==> src/inc/sso_pkg.sv <==
package sso_pkg;
    // ************************************************************
    // Register map (byte addresses, one word each)
    // ************************************************************
    localparam logic [11:0] ADDR_OPT_TWO   = 12'h284;  // Special options word two
    localparam logic [11:0] ADDR_OPT_ONE   = 12'h282;  // Special options word one
    localparam logic [11:0] ADDR_STATUS    = 12'h300;  // Live status word
    localparam logic [11:0] ADDR_UV_CLEAR  = 12'h304;  // Undervoltage clear strobe
    localparam logic [15:0] RST_OPT_TWO    = 16'h0000; // Word two reset value
    localparam logic [15:0] RST_OPT_ONE    = 16'h0000; // Word one reset value

    // ************************************************************
    // Field positions
    // ************************************************************
    localparam int B1_CLAMP_SEL   = 10;  // Clamp decision selection
    localparam int B1_PULSE_INH   = 11;  // Limit pulse inhibit
    localparam int B1_PHASE_DIS   = 12;  // Phase-loss detection off
    localparam int B1_ENCF_DIS    = 13;  // Encoder-output fault detection off
    localparam int B2_UV_AUTO     = 2;   // Undervoltage auto clear
    localparam int B2_TEMP_HIDE   = 7;   // Hide motor temperature warning
    localparam int B2_UV_ALARM    = 9;   // Undervoltage to alarm output
    localparam int B2_PHASE_WARN  = 12;  // Phase loss to warning output
    localparam int B2_ENC_DIRECT  = 15;  // Encoder count given directly

    // Status bit positions
    localparam int ST_CLAMP = 0;
    localparam int ST_UV    = 1;
    localparam int ST_PHASE = 2;
    localparam int ST_ENCF  = 3;
    localparam int ST_WARN  = 4;
    localparam int ST_ALARM = 5;
    localparam int ST_TEMP  = 6;

    localparam logic [7:0] SPD_LIMIT_ALWAYS = 8'h10; // Permanent speed limit code
    localparam int         ENC_QUAD         = 4;     // Edges per single-phase pulse

    // ************************************************************
    // Carrier types
    // ************************************************************
    typedef struct packed {
        logic        pulse_position_mode;
        logic        speed_mode;
        logic        cmd_pulse;     // One command pulse this cycle
        logic        cmd_dir_neg;   // Direction of that pulse
        logic        negative_limit_input;
        logic        positive_limit_input;
        logic        zero_speed_clamp_input;
        logic        torque_pass_input;
        logic        torque_invert_input;
        logic        torque_source_sel_lo;
        logic        torque_source_sel_hi;
        logic        speed_sel_lo;
        logic        speed_sel_hi;
        logic        speed_limit_switch_input;
        logic        analog_source;
        logic        undervoltage_raw;
        logic        phase_loss_raw;
        logic        encoder_fault_raw;
        logic        motor_temp_raw;
    } sso_in_t;

    typedef struct packed {
        logic        pulse_fwd;     // Pulse passed forward
        logic        pulse_neg;     // Direction of passed pulse
        logic        clamp_active;
        logic        position_lock;
        logic        s_curve_decel;
        logic        speed_force_zero;
        logic        speed_limit_en;
        logic [1:0]  speed_limit_idx;
        logic        warn_output;   // Function code 0x11
        logic        alarm_output;  // Function code 0x07
        logic        temp_warn_disp;
        logic        undervoltage_alarm;
        logic        phase_loss_alarm;
        logic        encoder_output_fault_alarm;
    } sso_ctl_t;
endpackage : sso_pkg

==> src/rtl/sso_core.sv <==
// Function
// - Clamp needs speed mode, input, low speed
// - Analog, bit clear: raw command, hold position
// - Register, bit clear: ramped command, position lock
// - Analog, bit set: S-curve to zero
// - Register, bit set: speed forced zero
// - Inhibit off: pulses in pulse-position mode always accepted
// - Inhibit on: limit blocks its direction
// - Inhibit on, both limits active: all pulses blocked
// - Phase-loss detection unless bit set
// - Encoder fault detection unless bit set
// - Torque sign from pass/invert inputs
// - Torque source from two selectors
// - Speed limit from selectors, four settings
// - Code 0x10 makes speed limit permanent
// - Undervoltage latched or auto cleared
// - Option bit hides temperature warning
// - Undervoltage goes to warn or alarm
// - Phase loss goes to alarm or warn
// - Single-phase count, four edges each
// - Direct count, edges as given
//
// The Avalon-MM register port is this design's own decision.
module sso_core #(
    parameter int TW = 16,   // Torque word width
    parameter int SW = 16,   // Speed word width
    parameter int EW = 16    // Encoder parameter width
) (
    input  wire logic                  i_clk,
    input  wire logic                  i_rst_n,
    // Avalon-MM slave
    input  wire logic [11:0]           i_avs_address,
    input  wire logic                  i_avs_read,
    input  wire logic                  i_avs_write,
    input  wire logic [31:0]           i_avs_writedata,
    input  wire logic [3:0]            i_avs_byteenable,
    output logic      [31:0]           o_avs_readdata,
    output logic                       o_avs_waitrequest,
    // Drive side
    input  wire sso_pkg::sso_in_t      i_in,
    input  wire logic [SW-1:0]         i_motor_speed,
    input  wire logic [SW-1:0]         i_zero_speed_threshold_param,
    input  wire logic [SW-1:0]         i_analog_speed_cmd,
    input  wire logic [SW-1:0]         i_ramped_reg_speed_cmd,
    input  wire logic [7:0]            i_speed_torque_limit_param,
    input  wire logic signed [TW-1:0]  i_torque_src [4],
    input  wire logic [EW-1:0]         i_encoder_output_pulse_param,
    output sso_pkg::sso_ctl_t          o_ctl,
    output logic signed [TW-1:0]       o_torque_cmd,
    output logic [1:0]                 o_torque_src_idx,
    output logic [EW+1:0]              o_encoder_edges_per_rev
);
    // ************************************************************
    // State
    // ************************************************************
    typedef struct packed {
        logic [15:0]            opt_one;   // Special options word one
        logic [15:0]            opt_two;   // Special options word two
        sso_pkg::sso_in_t       in;        // Sampled inputs
        logic                   uv_latch;  // Latched undervoltage error
        logic                   ack;       // Bus answer pending
        logic [31:0]            rdata;
        sso_pkg::sso_ctl_t      ctl;
        logic signed [TW-1:0]   torque;
        logic [1:0]             tsrc;
        logic [EW+1:0]          enc;
    } sso_state_t;

    sso_state_t st_q;   // Registered state
    sso_state_t st_d;   // Next state

    logic [1:0] tsel;   // Torque source index from sampled inputs

    // ************************************************************
    // Next-state logic
    // ************************************************************
    always_comb begin
        logic clamp;
        logic spd_low;
        logic uv_now;
        logic ph_now;
        logic ef_now;
        logic req;
        clamp   = 1'b0;
        spd_low = 1'b0;
        uv_now  = 1'b0;
        ph_now  = 1'b0;
        ef_now  = 1'b0;
        req     = 1'b0;
        st_d    = st_q;
        tsel    = {st_q.in.torque_source_sel_hi, st_q.in.torque_source_sel_lo};

        // sample inputs first
        // Gating uses last cycle's sample, so inputs are stable for the decision
        st_d.in = i_in;

        // Bus: one wait cycle then answer; waitrequest low for one edge
        req = (i_avs_read || i_avs_write) && !st_q.ack;
        st_d.ack = req;
        // Write lands on the edge that sees waitrequest low, never while it is high
        if (st_q.ack && i_avs_write) begin
            unique case (i_avs_address)
                sso_pkg::ADDR_OPT_ONE: begin
                    if (i_avs_byteenable[0]) st_d.opt_one[7:0]  = i_avs_writedata[7:0];
                    if (i_avs_byteenable[1]) st_d.opt_one[15:8] = i_avs_writedata[15:8];
                end
                sso_pkg::ADDR_OPT_TWO: begin
                    if (i_avs_byteenable[0]) st_d.opt_two[7:0]  = i_avs_writedata[7:0];
                    if (i_avs_byteenable[1]) st_d.opt_two[15:8] = i_avs_writedata[15:8];
                end
                sso_pkg::ADDR_UV_CLEAR: begin
                    // Clear only; a still present condition re-sets below
                    if (i_avs_byteenable[0] && i_avs_writedata[0]) st_d.uv_latch = 1'b0;
                end
                default: begin
                    // Unmapped write ignored
                end
            endcase
        end
        st_d.rdata = 32'h0000_0000;
        if (req && i_avs_read) begin
            unique case (i_avs_address)
                sso_pkg::ADDR_OPT_ONE: st_d.rdata = {16'h0000, st_q.opt_one};
                sso_pkg::ADDR_OPT_TWO: st_d.rdata = {16'h0000, st_q.opt_two};
                sso_pkg::ADDR_STATUS: begin
                    st_d.rdata[sso_pkg::ST_CLAMP] = st_q.ctl.clamp_active;
                    st_d.rdata[sso_pkg::ST_UV]    = st_q.ctl.undervoltage_alarm;
                    st_d.rdata[sso_pkg::ST_PHASE] = st_q.ctl.phase_loss_alarm;
                    st_d.rdata[sso_pkg::ST_ENCF]  = st_q.ctl.encoder_output_fault_alarm;
                    st_d.rdata[sso_pkg::ST_WARN]  = st_q.ctl.warn_output;
                    st_d.rdata[sso_pkg::ST_ALARM] = st_q.ctl.alarm_output;
                    st_d.rdata[sso_pkg::ST_TEMP]  = st_q.ctl.temp_warn_disp;
                end
                default: st_d.rdata = 32'h0000_0000;  // Unmapped reads zero
            endcase
        end

        if (st_q.in.analog_source) begin
            spd_low = i_analog_speed_cmd < i_zero_speed_threshold_param;
        end else begin
            spd_low = i_ramped_reg_speed_cmd < i_zero_speed_threshold_param;
        end
        if (i_motor_speed >= i_zero_speed_threshold_param) spd_low = 1'b0;
        clamp = st_q.in.speed_mode && st_q.in.zero_speed_clamp_input && spd_low;
        st_d.ctl.clamp_active  = clamp;
        st_d.ctl.position_lock = clamp && !st_q.opt_one[sso_pkg::B1_CLAMP_SEL];
        st_d.ctl.s_curve_decel = clamp && st_q.opt_one[sso_pkg::B1_CLAMP_SEL]
                               && st_q.in.analog_source;
        st_d.ctl.speed_force_zero = clamp && st_q.opt_one[sso_pkg::B1_CLAMP_SEL]
                                  && !st_q.in.analog_source;

        st_d.ctl.pulse_fwd = st_q.in.cmd_pulse && st_q.in.pulse_position_mode;
        st_d.ctl.pulse_neg = st_q.in.cmd_dir_neg;
        if (st_q.opt_one[sso_pkg::B1_PULSE_INH]) begin
            if (st_q.in.cmd_dir_neg && st_q.in.negative_limit_input) st_d.ctl.pulse_fwd = 1'b0;
            if (!st_q.in.cmd_dir_neg && st_q.in.positive_limit_input) st_d.ctl.pulse_fwd = 1'b0;
        end

        ph_now = st_q.in.phase_loss_raw && !st_q.opt_one[sso_pkg::B1_PHASE_DIS];
        ef_now = st_q.in.encoder_fault_raw && !st_q.opt_one[sso_pkg::B1_ENCF_DIS];
        st_d.ctl.phase_loss_alarm           = ph_now;
        st_d.ctl.encoder_output_fault_alarm = ef_now;

        // latch or auto clear; set wins over clear
        if (st_q.in.undervoltage_raw) begin
            st_d.uv_latch = 1'b1;
        end else if (st_q.opt_two[sso_pkg::B2_UV_AUTO]) begin
            st_d.uv_latch = 1'b0;
        end
        uv_now = st_d.uv_latch;
        st_d.ctl.undervoltage_alarm = uv_now;

        st_d.ctl.warn_output  = (uv_now && !st_q.opt_two[sso_pkg::B2_UV_ALARM])
                              || (ph_now && st_q.opt_two[sso_pkg::B2_PHASE_WARN]);
        st_d.ctl.alarm_output = (uv_now && st_q.opt_two[sso_pkg::B2_UV_ALARM])
                              || (ph_now && !st_q.opt_two[sso_pkg::B2_PHASE_WARN])
                              || ef_now;

        st_d.ctl.temp_warn_disp = st_q.in.motor_temp_raw
                                && !st_q.opt_two[sso_pkg::B2_TEMP_HIDE];

        st_d.ctl.speed_limit_idx = {st_q.in.speed_sel_hi, st_q.in.speed_sel_lo};
        st_d.ctl.speed_limit_en = st_q.in.speed_limit_switch_input
                                || (i_speed_torque_limit_param == sso_pkg::SPD_LIMIT_ALWAYS);

        st_d.tsrc = tsel;
        unique case ({st_q.in.torque_pass_input, st_q.in.torque_invert_input})
            2'b10:   st_d.torque = i_torque_src[tsel];
            2'b01:   st_d.torque = -i_torque_src[tsel];
            default: st_d.torque = '0;  // Both on or both off
        endcase

        if (st_q.opt_two[sso_pkg::B2_ENC_DIRECT]) begin
            st_d.enc = {2'b00, i_encoder_output_pulse_param};
        end else begin
            st_d.enc = {i_encoder_output_pulse_param, 2'b00};  // Times ENC_QUAD
        end
    end

    // ************************************************************
    // State register
    // ************************************************************
    always_ff @(posedge i_clk) begin
        if (!i_rst_n) begin
            st_q         <= '0;
            st_q.opt_one <= sso_pkg::RST_OPT_ONE;
            st_q.opt_two <= sso_pkg::RST_OPT_TWO;
        end else begin
            st_q <= st_d;
        end
    end

    // Outputs straight from state flip-flops
    assign o_avs_readdata          = st_q.rdata;
    assign o_avs_waitrequest       = !st_q.ack;
    assign o_ctl                   = st_q.ctl;
    assign o_torque_cmd            = st_q.torque;
    assign o_torque_src_idx        = st_q.tsrc;
    assign o_encoder_edges_per_rev = st_q.enc;
endmodule : sso_core

==> config.mk <==
export PLATFORM = sky130hd
export DESIGN_NAME = sso_core
export DESIGN_NICKNAME = d
export VERILOG_FILES = /design/src/inc/sso_pkg.sv /design/src/rtl/sso_core.sv
export SDC_FILE = /design/constraint.sdc
export NUM_CORES = 1
export LEC_CHECK = 0
export ABC_AREA = 1
export BUFFER_PORTS_ARGS = -buffer_cell sky130_fd_sc_hd__buf_2
export CAP_MARGIN = 40
export CORE_ASPECT_RATIO = 1.5
export CORE_MARGIN = 4
export CORE_UTILIZATION = 27
export DETAILED_ROUTE_END_ITERATION = 8
export GPL_ROUTABILITY_DRIVEN = 0
export GPL_TIMING_DRIVEN = 1
export SETUP_SLACK_MARGIN = 0.4
export SLEW_MARGIN = 20
export SYNTH_ARGS = -nofsm -noshare
export SYNTH_HDL_FRONTEND = slang
export SYNTH_SLANG_ARGS = --single-unit
==> constraint.sdc <==
create_clock -name i_clk -period 5.2 [get_ports i_clk]
set_clock_uncertainty 0.15 [all_clocks]
set_input_delay 0 -clock i_clk [delete_from_list [all_inputs] [get_ports i_clk]]
set_output_delay 0 -clock i_clk [all_outputs]
set_load 0.02 [all_outputs]
Word-level counts from Yosys, hierarchy flattened:

Index checks and enable logic that the tools add are counted.

* add/subtract/negate cells: 1
* order comparisons: 4
* equality and inequality tests: 7
* multiplexer cells: 17
* bitwise gates (word level): 2
* reductions and logical operators: 41

Operator list (number)
* 12-bit by 10-bit equality test with 1-bit output (second input constant): 4
* 16-bit 2-to-1 mux: 3
* 16-bit binary-select mux with 2-bit select: 1
* 16-bit less-than comparator: 2
* 16-bit case mux with 2 select lines: 1
* 7-bit case mux with 3 select lines: 1
* 1-bit logical AND: 20
* 9-bit case mux with 2 select lines: 1
* 16-bit >= comparator: 1
* 16-bit negator: 1
* 3-bit AND reduction: 4
* 1-bit 2-to-1 mux: 10
* 1-bit zero test: 9
* 8-bit by 5-bit equality test with 1-bit output (second input constant): 1
* 1-bit logical OR: 5
* 2-bit AND reduction: 2
* 3-bit >= comparator (second input constant): 1
* 2-bit inverter with 3-bit output: 1
* 2-bit by 1-bit equality test with 1-bit output (second input constant): 1
* 2-bit equality test (second input constant): 1
* 2-bit OR reduction: 1
* 1-bit inverter: 1

* register bits after elaboration: 135
* word-level logic and storage cells: 116

Longest topological paths before layout:

Gate-level depths: netlist (run 1).

* depth after elaboration: 9
* mapped depth: 15

Least setup slack after synthesis (run 1):

Ideal clock, no wire load.

* kind: flip-flop to flip-flop
* start point: register st_q, in the netlist st_d[18]
* end point: register st_q, in the netlist o_torque_cmd[14]
* library setup time: 132 ps
* arrival: 1624 ps
* setup slack: 3294 ps
* stages on the path, launching flop included: 14
* path through: dfxtp_1 > buf_6 > buf_2 > nand2_1 > nand3_1 > nand2_2 > ha_1 > inv_1 > nor2_1 > nand3_2 > o21ai_0 > nand2_1 > nand2_1 > a21oi_1

* cells in the longest elaborated chain, start to end: 6

RTL lines
* start: declaration: line sso_core.sv:69 `sso_state_t st_q;`
* start signal: assignment: line sso_core.sv:209 `st_q <= st_d;`
* 2-bit inverter with 3-bit output (not written as such) *: line sso_core.sv:188, sso_core.sv:189
* 16-bit binary-select mux with 2-bit select *: line sso_core.sv:188, sso_core.sv:189
* 16-bit 2-to-1 mux (not written as such) * (2 in series): line sso_core.sv:188, sso_core.sv:189
* 16-bit negator: line sso_core.sv:189 `2'b01: st_d.torque = -i_torque_src[tsel];`
* 16-bit case mux with 2 select lines *: line sso_core.sv:187 `unique case ({st_q.in.torque_pass_input, st_q.in.torque_invert_input})`

Mark *: on every way between the ends. The rest lies on a longest branch, timed or not. The select of a mux whose other input is x is not followed.
A chain may end at the register's enable or synchronous reset.

Final worst setup path (run 1):

* start point: register st_q, in the netlist st_d[18]
* end point: register st_q, in the netlist o_torque_cmd[3]

The elaborated chain is that of the path after synthesis.

==> results of run 1 <==
[routing by layer]
metal  GRT usage [%]  routed length (um)  vias to the layer above
met1            15.3                7990                     3046
li1                -                   -                     3486
met3            3.39                1250                       55
met4            8.20                 921                        0
met2            27.7               11000                      236
met5               0                   0                        -
[worst paths after layout]
path                                   endpoint  slack (ns)  depth (start not counted)
worst max-delay path            o_torque_cmd[3]        1.24                         10
worst min-delay path            o_torque_cmd[8]        0.02                          7
worst max register to register  o_torque_cmd[3]        1.24                         10
worst min register to register         o_ctl[6]        0.27                          2
[cells in the mapped netlist]
master,number
o21ai_0,43
buf_1,1
or2_1,1
conb_1,1
nor2_2,3
nor4_1,2
inv_2,6
o22ai_1,16
nand3b_1,1
buf_4,84
inv_1,108
dfxtp_1,119
ha_1,49
nand2_1,224
nor2_4,4
buf_2,9
nand3_4,1
inv_4,2
a21oi_1,57
o2111ai_1,1
nand2_4,2
nor2_8,1
a211o_1,1
a31o_2,2
nor3_1,4
nand2_2,13
o21bai_1,1
a211oi_1,2
a221oi_1,6
o211ai_1,1
a31oi_1,1
or2_2,1
nor3b_2,2
nor3_2,2
buf_6,6
clkbuf_1,9
nor2_1,92
o21ai_1,5
nand4_1,3
nand3_2,3
nand3_1,51
[registers in the layout, summed over array words and instances (netlist names)]
signal / count
o_torque_cmd: 16
st_q: 47
o_ctl: 15
o_avs_readdata: 16
o_encoder_edges_per_rev: 18
st_d: 5
o_torque_src_idx: 2
[cell type report]
type | count | area share, %
tap | 324 | 4.33
timing repair buffer | 366 | 24.6
sequential | 119 | 25.4
inverter | 116 | 4.70
multi-input combinational | 611 | 34.3
clock buffer | 22 | 5.06
clock inverter | 10 | 1.52
[logic make-up after synthesis]
group	after synthesis	synth area share [%]
AO/OA/AOI/OAI	136	11.1
adder cells (fa/ha/maj)	49	9.07
buffers and inverters	225	18.1
flip-flops	119	35.2
other	1	0.0555
AND/OR/NAND/NOR	410	26.5
[critical path: cells and delay by family, from the launching register on]
family                 cells  cell delay (ns)
AO/OA/AOI/OAI              1             0.27
buffers and inverters      5             2.25
flip-flops                 1             0.84
AND/OR/NAND/NOR            4             0.36
[power by group through the flow]
stage | Sequential (W) | Combinational (W) | Clock [W]
after global routing | 0.000949 | 0.000469 | 0.00129
after global placement | 0.000968 | 0.000352 | 0
after detailed placement | 0.000969 | 0.000357 | 0
final | 0.000947 | 0.000417 | 0.00123
after floorplan | 0.000961 | 0.000250 | 0
after CTS | 0.000949 | 0.000415 | 0.00126
[metrics by stage]
stage	utilization (%)	total power (W)	area, um^2
2_1_floorplan	-	0.00121	6820
5_1_grt	38.2	0.00271	9360
3_5_place_dp	31.9	0.00133	7820
4_1_cts	38.1	0.00263	9350
6_report	38.2	0.00259	9360
3_3_place_gp	31.9	0.00132	7820
[cells in the final DEF (no fill, tap or decap), types with 4 or more instances in the layout]
cell type | netlist | layout
buf_2 | 9 | 272
nand2_1 | 224 | 224
dfxtp_1 | 119 | 119
inv_1 | 108 | 108
nor2_1 | 92 | 92
dlygate4sd3_1 | 0 | 91
a21oi_1 | 57 | 57
nand3_1 | 51 | 51
ha_1 | 49 | 49
o21ai_0 | 43 | 43
clkbuf_16 | 0 | 17
o22ai_1 | 16 | 16
conb_1 | 1 | 16
nand2_2 | 13 | 13
a221oi_1 | 6 | 6
inv_2 | 6 | 6
o21ai_1 | 5 | 5
nor2_4 | 4 | 4
nor3_1 | 4 | 4
[repair_timing]
item	4_1_cts	5_1_grt
buffers inserted	0	0
hold buffers	91	0
hold endpoints to repair	86	0
==> results.sh, run 1 <==
export IMPL_die_w_um=137
export IMPL_syn_cell_area_um2=6760
export IMPL_crit_type="register to register"
export IMPL_pre_cts_ws_ns=2.24
export IMPL_intPower_w=0.00192
export IMPL_power_switching_w=0.000675
export IMPL_seqCellArea_um2=2380
export IMPL_htreeDepth=4
export IMPL_final_hold_violation_count=0
export IMPL_cpPeakStageDelay_ns=0.84
export IMPL_cts_sinks=119
export IMPL_cts_made_buffers=17
export IMPL_drtIter0Drc=252
export IMPL_clockBufferDepth=2
export IMPL_num_vias=6823
export IMPL_timing_rr_start="st_d[18]"
export IMPL_placementRows=70
export IMPL_core_area_um2=24500
export IMPL_io_pin_count=307
export IMPL_synthToLayoutAreaGrowth_pct=38.4
export IMPL_pwr_share_comb_pct=16.1
export IMPL_fin_cells=1568
export IMPL_p_leak_nw=4.82
export IMPL_crit_arrival_ns=4.17
export IMPL_nets=1503
export IMPL_wl_mm=21.1
export IMPL_ir_drop_v=0.000203
export IMPL_status="completed"
export IMPL_place_inst=1444
export IMPL_period_share_pct=76.2
export IMPL_synth_area_leader_cell="dfxtp_1"
export IMPL_dp_final_hpwl_mm=15.9
export IMPL_avgSynthCellArea_um2=7.19
export IMPL_postSynthCellCount=940
export IMPL_cp_start_kind="register"
export IMPL_swShare_pct=26.0
export IMPL_yosysSeqAreaShare_pct=35.2
export IMPL_path_max_fanout=33
export IMPL_dr_pass1_iters=4
export IMPL_drive_above_1_share_pct=27.9
export IMPL_yosys_top_cells_area="dfxtp_1 35%, nand2_1 12%, buf_4 9.3%, ha_1 9.1%, inv_1 6.0%"
export IMPL_maxCapViolations=0
export IMPL_finalSetupViolCount=0
export IMPL_grt_pass1_vias=6747
export IMPL_drv_slew=0
export IMPL_nFillCells=2572
export IMPL_cpMaxStageDelayCell="dfxtp_1"
export IMPL_hold_path_class="input port to register"
export IMPL_tightestPinTransition_ns=0.801
export IMPL_endpoint_kind="register"
export IMPL_drc=0
export IMPL_ant_nets=0
export IMPL_slew_headroom_pct=46.5
export IMPL_clk_latency_ns=0.42
export IMPL_cts_root_buf="clkbuf_16"
export IMPL_crit_top_cell="dlygate4sd3_1"
export IMPL_ys_seq_elements=119
export IMPL_multi_input_area_um2=3220
export IMPL_grt_max_degree=62
export IMPL_cts_repair_resized=0
export IMPL_diodes=0
export IMPL_initial_utilization_pct=27.6
export IMPL_clock_fmax_ghz=0.252
export IMPL_grt_pass1_wl_mm=32.5
export IMPL_grt_util_all_layers_pct=15.0
export IMPL_pwr_share_seq_pct=36.5
export IMPL_synth_cell_types=41
export IMPL_rsz0062_at_grt="false"
export IMPL_antenna_found_initial=0
export IMPL_clockPowerShare_pct=47.5
export IMPL_gr_total_overflow=0
export IMPL_dieArea_um2=27700
export IMPL_clk_pin_slew_ns=0.06
export IMPL_pwr_density_cell_nw_per_um2=277
export IMPL_via_per_inst=4.35
export IMPL_path_cells="buf_4 > inv_4 > nand2_1 > nand3_1 > dlygate4sd3_1 > nand2_2 > dlygate4sd3_1 > nand3_4 > a221oi_1 > dlygate4sd3_1"
export IMPL_timing_final_ws_setup_ns=1.24
export IMPL_cts_tree="done"
export IMPL_yosysTopAreaCellShare_pct=35.2
export IMPL_die_h_um=202
export IMPL_critPathRequiredTime_ns=5.41
export IMPL_min_from="i_torque_src[24]"
export IMPL_wl_per_cell_um=13.5
export IMPL_yosys_warnings=0
export IMPL_setup_tns_ns=0
export IMPL_worstSetupStartpoint="st_d[18]"
export IMPL_hold_ws_ns=0.0222
export IMPL_fin_crit_ns=3.96
export IMPL_port_buffers=272
(Power assumes the default switching activity.)
==> inputs of run 2 (changes only) <==
Settings changed: ABC_AREA 1 to 0.
Clock period 5.2 ns to 3.2 ns, I/O delays scaled along.
==> run 2 against run 1 <==
  * Combinational power grew 55%
  * Sequential share of layout area is essentially flat
  * Clock power grew 50%
  * Critical path depth shrank 2
  * Core utilization grew 1.2 points
  * Via count shrank 14%
  * Largest power group unchanged
==> results.sh, run 2 <==
export IMPL_regMostFlops="st_q"
export IMPL_final_hold_violation_count=0
export IMPL_cp_start_kind="input port"
export IMPL_clk_latency_ns=0.42
export IMPL_crit_type="input port to register"
export IMPL_yosysTopAreaCellShare_pct=36.4
export IMPL_antenna_found_initial=5
export IMPL_drive_above_1_share_pct=33.0
export IMPL_min_to="o_torque_cmd[11]"
export IMPL_pwr_share_comb_pct=16.1
export IMPL_synth_area_leader_cell="dfxtp_1"
export IMPL_period_share_pct=81.0
export IMPL_intPower_w=0.00295
export IMPL_pwr_share_seq_pct=38.2
export IMPL_cts_root_buf="clkbuf_16"
export IMPL_die_w_um=135
export IMPL_ir_drop_v=0.000339
export IMPL_yosys_warnings=0
export IMPL_hold_path_class="input port to register"
export IMPL_gr_total_overflow=0
export IMPL_synth_compound_area_share_pct=11.4
export IMPL_drtIter0Drc=199
export IMPL_placementRows=69
export IMPL_via_per_inst=4.42
export IMPL_drc=0
export IMPL_crit_arrival_ns=2.81
export IMPL_endpoint_kind="register"
export IMPL_wl_mm=20.0
export IMPL_num_vias=5862
export IMPL_grt_max_degree=66
export IMPL_wl_per_cell_um=15.1
export IMPL_power_switching_w=0.00107
export IMPL_clk_pin_slew_ns=0.06
export IMPL_grt_pass1_vias=6075
export IMPL_synth_edf_count=0
export IMPL_drv_slew=0
export IMPL_cts_made_buffers=17
export IMPL_grt_util_all_layers_pct=14.8
export IMPL_synth_simple_area_share_pct=17.7
export IMPL_yosys_top_cells_area="dfxtp_1 36%, buf_4 9.5%, ha_1 9.4%, mux2i_1 4.9%, mux4_1 4.0%"
export IMPL_clockPowerShare_pct=45.7
export IMPL_pre_cts_ws_ns=0.508
export IMPL_cts_setup_buffers=0
export IMPL_synth_most_common_cell="dfxtp_1"
export IMPL_met1_usage_pct=15.6
export IMPL_dr_pass1_iters=4
export IMPL_synthToLayoutAreaGrowth_pct=43.1
export IMPL_min_from="i_torque_src[26]"
export IMPL_synth_ff_type="dfxtp_1"
export IMPL_worstSetupStartpoint="i_speed_torque_limit_param[6]"
export IMPL_dp_final_hpwl_mm=15.5
export IMPL_timing_rr_start="st_d[18]"
export IMPL_slew_headroom_pct=58.8
export IMPL_synth_xor_area_share_pct=0.936
export IMPL_clockBufferDepth=2
export IMPL_maxCapViolations=0
export IMPL_cpPeakStageDelay_ns=0.60
export IMPL_finalSetupViolCount=0
export IMPL_worst_path_buf_inv=5
export IMPL_r2r_cells=7
export IMPL_grt_pass1_wl_mm=31.0
export IMPL_dieArea_um2=26900
export IMPL_rr_endpoint="o_torque_cmd[15]"
export IMPL_swShare_pct=26.6
export IMPL_path_max_fanout=1
export IMPL_port_buffers=272
export IMPL_crit_family="buffers and inverters"
export IMPL_cts_tree="done"
export IMPL_clock_fmax_ghz=0.386
export IMPL_avgSynthCellArea_um2=9.69
export IMPL_synthAdderAreaFrac_pct=9.36
export IMPL_grtUsageMet2_pct=28.0
export IMPL_synth_cell_types=64
export IMPL_yosysSeqAreaShare_pct=36.4
export IMPL_p_leak_nw=4.41
export IMPL_cts_sinks=119
export IMPL_setup_tns_ns=0
export IMPL_nets=1264
export IMPL_total_power_w=0.00402
export IMPL_muxShareOfSynthArea_pct=11.1
export IMPL_ant_nets=0
export IMPL_critPathRequiredTime_ns=3.42
export IMPL_status="completed"
export IMPL_postSynthCellCount=676
export IMPL_path_cells="dlygate4sd3_1 > buf_2 > nor4b_1 > dlygate4sd3_1 > a21oi_1 > dlygate4sd3_1 > nor2b_1 > dlygate4sd3_1"
export IMPL_io_pin_count=307
export IMPL_pwr_density_cell_nw_per_um2=429
export IMPL_cpMaxStageDelayCell="dlygate4sd3_1"
export IMPL_most_common_layout_cells="273 x buf_2, 118 x dfxtp_1, 109 x dlygate4sd3_1, 49 x ha_1, 43 x nand2_1"
export IMPL_syn_cell_area_um2=6550
export IMPL_htreeDepth=4
export IMPL_worstHoldPathCells=4
export IMPL_fin_crit_ns=2.59
export IMPL_crit_top_cell="dlygate4sd3_1"
export IMPL_largest_register_ffs=47
export IMPL_tightestPinTransition_ns=0.617
export IMPL_top_usage_layer="met2"
export IMPL_layout_commonest_cell="buf_2"
export IMPL_use_met3_pct=3.67
export IMPL_timing_final_ws_setup_ns=0.608
export IMPL_die_h_um=199
export IMPL_core_area_um2=23800
export IMPL_rsz0062_at_grt="false"
export IMPL_synth_top_cells_by_count="119 x dfxtp_1, 83 x buf_4, 49 x ha_1"
export IMPL_initial_utilization_pct=27.5
export IMPL_synth_top_family_by_area="simple AND/OR/NAND/NOR gates"
export IMPL_async_reset_ff_share_pct=0
export IMPL_ys_seq_elements=119
export IMPL_r2r_setup_slack_ns=0.62
==> run 2: cell types whose count changed after synthesis, sizes merged, moves of 10 or more <==
cell	delta
a21boi	+16
a21o	+10
a21oi	-41
a22oi	+18
and2	+27
inv	-87
mux2i	+32
mux4	+16
nand2	-196
nand3	-35
nor2	-73
nor2b	+37
o21ai	-23
o22ai	-16
==> run 2: area by class of cell <==
type,instances,area (um^2)
well taps,319,399
diodes,1,2.50
flip-flops and latches,119,2380
multi-input cells,434,3390
clock inverters,15,141
clock buffers,17,425
fillers,2451,14400
repair buffers,391,2530
inverters,29,109
==> run 2: routing by layer <==
layer	part of all wire [%]	wire, um	up-vias
met2	54	10900	193
met3	5.5	1100	38
met5	0.11	22	-
met1	38	7550	2700
met4	2.3	467	6
li1	-	-	2925
==> run 2: repair_timing <==
item                                   4_1_cts  5_1_grt
hold buffers                               109        0
endpoints found under the hold margin       92        0
gates resized for setup                      0        1
setup endpoints to repair                    0        2
==> run 2: cell families (layout without fill, tap and decap cells) <==
kind of cell	Yosys count	in the layout
mux	49	49
other cells	1	17
xor+xnor	7	7
simple gates	203	203
fa+ha+maj	49	49
compound gates	110	110
buf+inv	138	452
flops	119	119
==> run 2: power groups by stage <==
| stage | sequential (W) | combinational, W | clock, W |
|---|---|---|---|
| floorplan | 0.00156 | 0.000356 | 0 |
| global placement | 0.00157 | 0.000519 | 0 |
| CTS | 0.00154 | 0.000650 | 0.00191 |
| global route | 0.00154 | 0.000715 | 0.00197 |
| finish | 0.00154 | 0.000645 | 0.00184 |
| detailed placement | 0.00157 | 0.000527 | 0 |
==> run 2: metrics by stage <==
step | area, um^2 | utilization, % | std cells | hold slack [ns]
floorplan | 6610 | - | 691 | -0.0227
global placement | 7700 | 32.3 | 1181 | 0.0545
detailed placement | 7720 | 32.4 | 1183 | 0.0621
CTS | 9380 | 39.3 | 1324 | 0.00501
global route | 9380 | 39.4 | 1325 | 0.0451
finish | 9380 | 39.4 | 1325 | 0.0243
==> run 2: worst reg2reg max path, delay by kind of cell (launching register included) <==
family                 cells  cell delay, ns
XOR/XNOR                   1            0.18
AO/OA/AOI/OAI              1            0.07
multiplexers               1            0.61
buffers and inverters      1            0.27
flip-flops                 1            0.45
AND/OR/NAND/NOR            3            0.74
==> run 2: worst max path at each step <==
stage | slack (ns) | end | cells past startpoint
6_report | 0.61 | o_ctl[8] | 8
5_1_grt | 0.46 | o_torque_cmd[15] | 7
4_1_cts | 0.50 | o_torque_cmd[15] | 7
3_5_place_dp | 0.51 | o_torque_cmd[15] | 7
3_3_place_gp | 0.54 | o_torque_cmd[15] | 7
2_1_floorplan | 0.79 | o_torque_cmd[15] | 7
